$ cat config.mk
export PLATFORM = sky130hd
export DESIGN_NAME = deep_sleep_clock_gating_reg1
export DESIGN_NICKNAME = d
export VERILOG_FILES = /design/src/common/clock_gate_pkg.sv /design/src/logic/deep_sleep_clock_gating_reg1.sv
export SDC_FILE = /design/constraint.sdc
export NUM_CORES = 1
export LEC_CHECK = 0
export BUFFER_PORTS_ARGS = -buffer_cell sky130_fd_sc_hd__buf_2
export CAP_MARGIN = 20
export CORE_MARGIN = 5
export CORE_UTILIZATION = 47
export CTS_CLUSTER_SIZE = 12
export DETAILED_ROUTE_END_ITERATION = 10
export PLACE_DENSITY = 0.75
export SLEW_MARGIN = 10
export SYNTH_ARGS = -nofsm -noshare
export SYNTH_HDL_FRONTEND = slang
export SYNTH_SLANG_ARGS = --single-unit
$ cat constraint.sdc
create_clock -name sys_clk -period 2.02 [get_ports sys_clk]
set_clock_uncertainty 0.15 [all_clocks]
set_input_delay 0 -clock sys_clk [delete_from_list [all_inputs] [get_ports sys_clk]]
set_output_delay 0 -clock sys_clk [all_outputs]
set_load 0.005 [all_outputs]
$ cat src/common/clock_gate_pkg.sv
`default_nettype none

package clock_gate_pkg;

    // ------------------------------------------------------------------
    // Bus and register map
    // ------------------------------------------------------------------
    localparam int ADDR_W = 12;
    localparam int DATA_W = 32;
    localparam int UNITS  = 12;

    localparam logic [ADDR_W-1:0] RUN_CLOCK_ENABLE_1_OFS        = 12'h100;
    localparam logic [ADDR_W-1:0] SLEEP_CLOCK_ENABLE_1_OFS      = 12'h110;
    localparam logic [ADDR_W-1:0] DEEP_SLEEP_CLOCK_ENABLE_1_OFS = 12'h124;
    localparam logic [ADDR_W-1:0] RUN_CLOCK_CONFIG_OFS          = 12'h060;
    localparam logic [ADDR_W-1:0] IRQ_STATUS_OFS                = 12'h200;
    localparam logic [ADDR_W-1:0] IRQ_MASK_OFS                  = 12'h204;

    // ------------------------------------------------------------------
    // Field layout of the three gating registers
    // ------------------------------------------------------------------
    localparam logic [DATA_W-1:0] ENABLE_RESET    = 32'h0000_0000;
    localparam logic [DATA_W-1:0] ENABLE_WR_MASK  = 32'h000F_5137;
    localparam int               AUTO_GATING_BIT = 0;

    // Register bit of each unit; unit index order:
    // async0, async1, async2, sync0, sync1, quad0,
    // two_wire0, two_wire1, gp_counter0..3
    localparam int UNIT_POS [UNITS] = '{0, 1, 2, 4, 5, 8,
                                        12, 14, 16, 17, 18, 19};

    // ------------------------------------------------------------------
    // Power modes
    // ------------------------------------------------------------------
    typedef enum logic [1:0] {
        MODE_RUN,
        MODE_SLEEP,
        MODE_DEEP_SLEEP
    } power_mode_t;

endpackage

`default_nettype wire

$ cat src/logic/deep_sleep_clock_gating_reg1.sv
`timescale 1ns/1ns
`default_nettype none

// Overview of operation
// - A set enable bit lets the matching unit receive its clock.
// - A clear enable bit stops the unit clock and holds it disabled.
// - Any access to a unit whose clock is gated off ends in a fault.
// - After reset the register reads zero and every unit is unclocked.
// - The register is a 32-bit word at offset 0x124.
// - With auto gating selected, deep-sleep mode uses these enables.
// - Bits 19 to 16 enable general-purpose counters three to zero.
// - Bits 14, 12, 8, 5, 4, 2, 1 enable the other listed units.
// - Bit 0 enables asynchronous serial unit zero like the others.
// - Bits 31 to 20 and unassigned bits are read-only and read zero.
module deep_sleep_clock_gating_reg1 (
    input  wire logic                                sys_clk,
    input  wire logic                                sys_rst,
    // Wishbone slave
    input  wire logic                                wb_cyc_i,
    input  wire logic                                wb_stb_i,
    input  wire logic                                wb_we_i,
    input  wire logic [clock_gate_pkg::ADDR_W-1:0]   wb_adr_i,
    input  wire logic [3:0]                          wb_sel_i,
    input  wire logic [clock_gate_pkg::DATA_W-1:0]   wb_dat_i,
    output logic      [clock_gate_pkg::DATA_W-1:0]   wb_dat_o,
    output logic                                     wb_ack_o,
    // Power mode from the power controller
    input  wire clock_gate_pkg::power_mode_t         power_mode,
    // Peripheral side
    input  wire logic [clock_gate_pkg::UNITS-1:0]    periph_sel,
    output logic      [clock_gate_pkg::UNITS-1:0]    unit_clk_en,
    output logic      [clock_gate_pkg::UNITS-1:0]    unit_disable,
    output logic                                     periph_fault,
    output logic                                     irq
);

    localparam int U = clock_gate_pkg::UNITS;
    localparam int W = clock_gate_pkg::DATA_W;

    // ------------------------------------------------------------------
    // State
    // ------------------------------------------------------------------
    typedef struct packed {
        logic [W-1:0] run_en;
        logic [W-1:0] sleep_en;
        logic [W-1:0] deep_en;
        logic         auto_sel;
        logic [U-1:0] irq_status;
        logic [U-1:0] irq_mask;
        logic         ack;
        logic [W-1:0] rdata;
        logic [U-1:0] clk_en;
        logic [U-1:0] disable_q;
        logic         fault;
        logic         irq;
    } state_t;

    state_t st;
    state_t next_st;

    // ------------------------------------------------------------------
    // Helpers
    // ------------------------------------------------------------------
    // Gather the scattered enable bits into one bit per unit
    function automatic logic [U-1:0] gather(input logic [W-1:0] r);
        logic [U-1:0] v;
        v = '0;
        for (int i = 0; i < U; i++) begin
            v[i] = r[clock_gate_pkg::UNIT_POS[i]];
        end
        return v;
    endfunction

    // Byte-lane merge of a write, restricted to writable bits
    function automatic logic [W-1:0] merge(input logic [W-1:0] old,
                                           input logic [W-1:0] data,
                                           input logic [3:0]   lanes,
                                           input logic [W-1:0] wmask);
        logic [W-1:0] m;
        m = '0;
        for (int b = 0; b < 4; b++) begin
            m[b*8 +: 8] = {8{lanes[b]}};
        end
        m = m & wmask;
        return (old & ~m) | (data & m);
    endfunction

    // ------------------------------------------------------------------
    // Combinational next state
    // ------------------------------------------------------------------
    logic          bus_req;
    logic          wr_now;
    logic [U-1:0]  src_en;
    logic [U-1:0]  gated_hit;
    logic [U-1:0]  clr_bits;
    logic [U-1:0]  next_status;

    always_comb begin
        next_st = st;

        bus_req = wb_cyc_i && wb_stb_i;
        // A write lands on the edge where the master sees ack high
        wr_now  = bus_req && wb_we_i && st.ack;

        next_st.ack = bus_req && !st.ack;

        // Read data is prepared one cycle ahead so it is valid with ack
        next_st.rdata = '0;
        if (bus_req && !st.ack && !wb_we_i) begin
            case (wb_adr_i)
                clock_gate_pkg::RUN_CLOCK_ENABLE_1_OFS: begin
                    next_st.rdata = st.run_en;
                end
                clock_gate_pkg::SLEEP_CLOCK_ENABLE_1_OFS: begin
                    next_st.rdata = st.sleep_en;
                end
                clock_gate_pkg::DEEP_SLEEP_CLOCK_ENABLE_1_OFS: begin
                    next_st.rdata = st.deep_en;
                end
                clock_gate_pkg::RUN_CLOCK_CONFIG_OFS: begin
                    next_st.rdata[clock_gate_pkg::AUTO_GATING_BIT] =
                        st.auto_sel;
                end
                clock_gate_pkg::IRQ_STATUS_OFS: begin
                    next_st.rdata[U-1:0] = st.irq_status;
                end
                clock_gate_pkg::IRQ_MASK_OFS: begin
                    next_st.rdata[U-1:0] = st.irq_mask;
                end
                default: begin
                    next_st.rdata = '0;
                end
            endcase
        end

        clr_bits = '0;
        if (wr_now) begin
            case (wb_adr_i)
                clock_gate_pkg::RUN_CLOCK_ENABLE_1_OFS: begin
                    next_st.run_en = merge(st.run_en, wb_dat_i, wb_sel_i,
                        clock_gate_pkg::ENABLE_WR_MASK);
                end
                clock_gate_pkg::SLEEP_CLOCK_ENABLE_1_OFS: begin
                    next_st.sleep_en = merge(st.sleep_en, wb_dat_i,
                        wb_sel_i, clock_gate_pkg::ENABLE_WR_MASK);
                end
                clock_gate_pkg::DEEP_SLEEP_CLOCK_ENABLE_1_OFS: begin
                    // Reserved bits never store, so they read zero
                    next_st.deep_en = merge(st.deep_en, wb_dat_i, wb_sel_i,
                        clock_gate_pkg::ENABLE_WR_MASK);
                end
                clock_gate_pkg::RUN_CLOCK_CONFIG_OFS: begin
                    if (wb_sel_i[0]) begin
                        next_st.auto_sel =
                            wb_dat_i[clock_gate_pkg::AUTO_GATING_BIT];
                    end
                end
                clock_gate_pkg::IRQ_STATUS_OFS: begin
                    clr_bits = wb_dat_i[U-1:0] & {{(U-8){wb_sel_i[1]}},
                                                  {8{wb_sel_i[0]}}};
                end
                clock_gate_pkg::IRQ_MASK_OFS: begin
                    if (wb_sel_i[0]) begin
                        next_st.irq_mask[7:0] = wb_dat_i[7:0];
                    end
                    if (wb_sel_i[1]) begin
                        next_st.irq_mask[U-1:8] = wb_dat_i[U-1:8];
                    end
                end
                default: begin
                    next_st.run_en = st.run_en;
                end
            endcase
        end

        // Enables in force for the present power mode
        case (power_mode)
            clock_gate_pkg::MODE_SLEEP: begin
                src_en = st.auto_sel ? gather(st.sleep_en)
                                     : gather(st.run_en);
            end
            clock_gate_pkg::MODE_DEEP_SLEEP: begin
                src_en = st.auto_sel ? gather(st.deep_en)
                                     : gather(st.run_en);
            end
            default: begin
                src_en = gather(st.run_en);
            end
        endcase

        // Enables come from a flop so the external gate cell never sees a
        // glitch; it latches them while its clock is low
        next_st.clk_en    = src_en;
        next_st.disable_q = ~src_en;

        // Access to an unclocked unit: fault instead of a transfer
        gated_hit     = periph_sel & ~st.clk_en;
        next_st.fault = |gated_hit;

        // New fault wins over a clear in the same cycle
        next_status        = (st.irq_status & ~clr_bits) | gated_hit;
        next_st.irq_status = next_status;
        next_st.irq        = |(next_status & next_st.irq_mask);

        if (sys_rst) begin
            next_st            = '0;
            next_st.run_en     = clock_gate_pkg::ENABLE_RESET;
            next_st.sleep_en   = clock_gate_pkg::ENABLE_RESET;
            next_st.deep_en    = clock_gate_pkg::ENABLE_RESET;
            next_st.disable_q  = '1;
        end
    end

    always_ff @(posedge sys_clk) begin
        st <= next_st;
    end

    // ------------------------------------------------------------------
    // Outputs
    // ------------------------------------------------------------------
    assign wb_dat_o     = st.rdata;
    assign wb_ack_o     = st.ack;
    assign unit_clk_en  = st.clk_en;
    assign unit_disable = st.disable_q;
    assign periph_fault = st.fault;
    assign irq          = st.irq;
endmodule

`default_nettype wire

==> reports/metrics.csv, run 1 <==
metric,value,unit
setup_viol,0,
met1_usage,26.9,%
ys_async_sr_fraction,0,%
wl,14100,um
groute.layer.met3.usage,5.82,%
critical_path.max_fanout,6,
clock_path_buffers,2,
hold_depth,5,
io_buffers,96,
gp_congestion,0.963,
slew_viol_final,0,
p_leak,2.36,nW
clkTransAtPathRegs,0.11,ns
rows,36,
max_freq,500,MHz
power_frac_seq,56.1,%
peakVddDrop,0.464,mV
clkPwrFrac,35.5,%
hold_viol_final,0,
grt_pass1_vias,4402,
synth_area_leaders,"dfxtp_1, buf_4, mux2i_1, a21oi_1, nor2_1",
crit_required,2.11,ns
stdcell_area,0.00609,mm^2
die_area,0.0122,mm^2
synth_warnings,0,
grt_use_met2,37.9,%
regArea,0.00212,mm^2
synth_common_cells,"dfxtp_1, buf_4, nor2_1, a21oi_1, nand2_1",
drive_above_1_share,30.5,%
path_class,flip-flop to flip-flop,
fill_cells,854,
fp.coreArea,0.00977,mm^2
grt_first_pass_wirelength,21100,um
reg2reg_to,irq$_SDFF_PP0_,
cp.arrival,2.09,ns
synthFlopType,dfxtp_1,
ctsRootBufferMaster,clkbuf_8,
clkLatencyLatePin,0.38,ns
grt_max_degree,77,
h-tree-depth,3,
via_per_inst,5.48,
sw_frac_of_total,24.7,%
drtIter0Drc,431,
synth_top_area_share,44.9,%
cts_tree,yes,
slew_headroom,49.2,%
dieHeight,110,um
ios,126,
yosysSeqAreaShare,44.9,%
rr_worst_depth,7,
post-route-period-util,99.0,%
yosys.area.top_type,dfxtp_1,
worstReg2RegStart,wb_ack_o$_SDFF_PP0_,
grt.overflow.total,0,
syn_area,0.00473,mm^2
worst_pin_slew,0.762,ns
setup_ws,0.0209,ns
synth_most_common_cell,dfxtp_1,
place_ws,-0.188,ns
worstHoldPathType,input port to flip-flop,
synth_cell_types,44,
ant_nets,0,
drcViolationCount,0,
p_switching,0.000934,W
initial_core_util,48.4,%
netlist_instances,534,
intPower,0.00284,W
vias,4399,
cts_made_buffers,9,
syn_to_final_growth,28.8,%
wl_per_cell,17.5,um
syn_avg_cell_area,8.85,um^2
finalNetCount,733,
start_kind,flip-flop,
grt_usage,22.5,%
status,finished clean,
top_usage_layer,met2,
cp-end-kind,flip-flop,
place_hpwl,9860,um
multi_input_area,0.00227,mm^2
die_w,110,um
synth_edf_count,0,
firstDrtPassIters,6,
maxCapViolations,0,
antenna_found_initial,0,
final.min_clock_period,2.00,ns
dpl-instance-area,0.00534,mm^2
hold_ws,0.00882,ns
combPwrFrac,8.3,%
reg2reg_slack,0.02,ns
worstHoldStart,wb_adr_i[11],
p_per_area,620,mW/mm^2
ys_seq_elements,106,
holdPathEnd,st[83]$_SDFFE_PP0P_,
clock-sinks,106,
-- how the worst max path moves through the flow --
stage / startpoint / end / slack, ns / depth (start not counted)
after floorplan: wb_ack_o$_SDFF_PP0_ / irq$_SDFF_PP0_ / 0.002 / 8
after global placement: wb_ack_o$_SDFF_PP0_ / irq$_SDFF_PP0_ / -0.11 / 6
after detailed placement: wb_ack_o$_SDFF_PP0_ / irq$_SDFF_PP0_ / -0.19 / 6
after CTS: wb_ack_o$_SDFF_PP0_ / irq$_SDFF_PP0_ / 0.01 / 7
after global routing: wb_ack_o$_SDFF_PP0_ / irq$_SDFF_PP0_ / -0.03 / 7
final: wb_ack_o$_SDFF_PP0_ / irq$_SDFF_PP0_ / 0.02 / 7
-- cell usage in the layout (no fill, tap or decap), types with 4 or more instances in the layout --
cell           synthesis  final
o21ai_0               23     18
buf_4                 57     56
mux2i_1               25     25
a21o_1                 5      5
nand3_1               18     16
nand2b_1               9      9
buf_2                  3     96
nand2_1               42     40
conb_1                 1     14
a222oi_1              11     11
o21ai_1                0      4
nor2_2                 2      4
nor4_1                 5      4
a21oi_1               46     44
clkbuf_8               0      9
dfxtp_1              106    105
nor2_1                55     52
dlygate4sd3_1          0     35
nor2b_1               17     17
inv_1                 15     15
a22o_1                13     13
o32ai_2                0      4
a22oi_1               14     14
and3_1                 4      4
-- logic make-up (layout without fill, tap and decap cells) --
group | after synthesis | count (layout) | share of synthesized area (%)
other | 1 | 15 | 0.0793
buffers and inverters | 98 | 220 | 12.4
and+or+nand+nor | 169 | 169 | 17.6
adders and majority gates | 2 | 2 | 0.529
muxes | 27 | 27 | 5.85
DFF | 106 | 106 | 44.9
AOI/OAI and AO/OA | 131 | 131 | 18.7
-- critical path, stage by stage, from the launching register on --
cell and delay [ns]:
dfxtp_2 0.34, and4_4 0.28, nand2_4 0.09, buf_4 0.14, o21ai_1 0.20, a21oi_1 0.17
a2111oi_4 0.37, a31oi_1 0.13
-- what timing repair did --
action,4_1_cts,5_1_grt
buffers inserted,0,1
hold endpoints to repair,62,0
resized for setup,5,33
gates cloned,0,0
pin swaps,0,4
hold buffers,35,0
endpoints found under the setup margin,2,35
-- cell type report --
cell class                      count  share of cell area, %
Clock buffer                        9                   2.03
Sequential cell                   106                   34.9
Clock inverter                      7                   1.25
Tap cell                          133                   2.73
Multi-Input combinational cell    343                   37.2
Inverter                           15                  0.924
Antenna cell                        1                 0.0411
Timing Repair Buffer              189                   20.9
-- layer usage --
layer	vias to the layer above	wire length, um
met5	-	0
met4	0	303
met3	33	1200
met2	229	6830
met1	2070	5750
li1	2067	-
-- power by group through the flow --
stage / Sequential [W] / Clock, W / Combinational (W)
after floorplan: 0.00216 / 0 / 0.000118
after global placement: 0.00217 / 0 / 0.000227
after detailed placement: 0.00217 / 0 / 0.000233
after CTS: 0.00212 / 0.00136 / 0.000288
after global routing: 0.00212 / 0.00145 / 0.000338
final: 0.00212 / 0.00134 / 0.000315
-- stage by stage --
stage	TNS (ns)	total power (W)	util, %	instances
4_1_cts	0	0.00376	60.6	801
3_5_place_dp	-0.197	0.00240	54.6	750
2_1_floorplan	0	0.00228	-	547
6_report	0	0.00378	62.3	803
3_3_place_gp	-0.114	0.00239	54.6	750
5_1_grt	-0.0896	0.00392	62.3	802
Power figures use the tool's default switching activity.
==> run 2, diff against run 1 <==
--- a/config.mk
+++ b/config.mk
@@ -11,7 +11,7 @@
 export CORE_UTILIZATION = 47
 export CTS_CLUSTER_SIZE = 12
 export DETAILED_ROUTE_END_ITERATION = 10
-export PLACE_DENSITY = 0.75
+export PLACE_DENSITY = 0.73
 export SLEW_MARGIN = 10
 export SYNTH_ARGS = -nofsm -noshare
 export SYNTH_HDL_FRONTEND = slang
==> run 2 against run 1 <==
- the run now ends with hold timing, setup timing left
- worst setup slack got worse by 0.050 ns
- sequential cell count unchanged
- sequential share of layout area decreased by 0.11 points
- utilization increased by 0.19 points
- critical endpoint unchanged
- largest power group unchanged
==> reports/metrics.csv, run 2 (synthesis gave the netlist of run 1 again) <==
metric,value,unit
status,"complete, but fails checks",
violations,"hold timing, setup timing",
syn_to_final_growth,29.2,%
clock_path_buffers,2,
met1_usage,28.4,%
peakVddDrop,0.481,mV
die_area,0.0122,mm^2
firstDrtPassIters,7,
grt_max_degree,77,
worstHoldStart,wb_adr_i[2],
place_ws,-0.259,ns
clock-sinks,106,
drtIter0Drc,448,
setup_viol,1,
start_kind,flip-flop,
via_per_inst,5.48,
rsz0062_at_grt,yes,
layout_common_cells,"dfxtp_1, buf_2, buf_4",
final_common_cell,dfxtp_1,
stdcell_area,0.00611,mm^2
critical_path.max_fanout,6,
wl,14100,um
path_class,flip-flop to flip-flop,
cts_made_buffers,9,
clkLatencyLatePin,0.36,ns
ctsRootBufferMaster,clkbuf_8,
io_buffers,96,
post-route-period-util,101,%
power.total,0.00373,W
hold_viol_final,2,
h-tree-depth,3,
groute.layer.met3.usage,6.70,%
wl_per_cell,17.4,um
setup_ws,-0.0296,ns
gp_congestion,0.946,
final.min_clock_period,2.05,ns
dieHeight,110,um
clkTransAtPathRegs,0.09,ns
place_hpwl,10100,um
antenna_found_initial,0,
die_w,110,um
setup_tns,-0.0296,ns
dpl-instance-area,0.00543,mm^2
grt_first_pass_wirelength,21800,um
ant_nets,0,
vias,4436,
crit_start,wb_ack_o$_SDFF_PP0_,
diodes,0,
top_usage_layer,met2,
worstHoldPathType,input port to flip-flop,
ios,126,
grt_usage,23.4,%
grt_use_met2,39.3,%
drive_above_1_share,30.3,%
fp.coreArea,0.00977,mm^2
max_freq,488,MHz
cp-end-kind,flip-flop,
initial_core_util,48.4,%
hold_ws,-0.0194,ns
cts_setup_buffers,0,
cp.arrival,2.11,ns
slew_headroom,46.5,%
maxCapViolations,0,
p_per_area,610,mW/mm^2
slew_viol_final,0,
p_leak,2.40,nW
drcViolationCount,0,
grt.overflow.total,0,
finalNetCount,742,
crit_required,2.08,ns
worst_pin_slew,0.802,ns
cts_tree,yes,
rows,36,
worstReg2RegStart,wb_ack_o$_SDFF_PP0_,
grt_pass1_vias,4439,
run 2: changes by cell type in the layout (fill, tap and decap cells not counted), sizes merged:
| cell | previous run | this run |
|---|---|---|
| buf | 154 | 165 |
| clkbuf | 9 | 12 |
| clkinv | 1 | 0 |
| clkinvlp | 2 | 1 |
| diode | 1 | 0 |
| dlygate4sd3 | 35 | 33 |
| inv | 18 | 15 |
run 2: area by class of cell:
class | count | area [um^2]
clock buffers | 12 | 155
clock inverters | 2 | 37.5
fillers | 816 | 3660
inverters | 15 | 56.3
multi-input cells | 343 | 2240
flip-flops and latches | 106 | 2120
well taps | 133 | 166
repair buffers | 198 | 1330
run 2: power by group:
part	internal, W	switching, W
registers	0.00211	0.0000149
logic	0.000150	0.000160
clock network	0.000629	0.000667
run 2: critical path: stages, from the launching register on:
cell and delay, ns:
dfxtp_2 0.35, and4_4 0.26, nand2_4 0.10, nor2_4 0.12, mux2_4 0.33, a2111oi_4 0.35, buf_4 0.17, a31oi_1 0.07
run 2: what timing repair did:
action,in CTS,in global routing
resized for setup,19,13
endpoints found under the setup margin,1,5
hold buffers,34,0
endpoints found under the hold margin,63,0
pin swaps,2,3
run 2: path summary, 6_finish.rpt:
path	to	slack, ns	cells after the start
max reg2reg	irq$_SDFF_PP0_	-0.03	7
max	irq$_SDFF_PP0_	-0.03	7
min	st[83]$_SDFFE_PP0P_	-0.02	5
min reg2reg	flip-flop	0.35	2
run 2: routing by layer:
| layer | share of wire (%) | wire length, um | vias up |
|---|---|---|---|
| met5 | 0 | 0 | - |
| met4 | 3.4 | 474 | 0 |
| met3 | 11 | 1530 | 39 |
| li1 | - | - | 2084 |
| met2 | 47 | 6630 | 273 |
| met1 | 39 | 5420 | 2040 |
run 2: stage by stage:
stage,util [%],std cells,hold WS (ns)
after floorplan,-,547,-0.0140
after global placement,55.6,762,0.115
after detailed placement,55.6,762,0.121
after CTS,62.1,810,0.00364
after global routing,62.5,809,0.00744
final,62.5,809,-0.0194
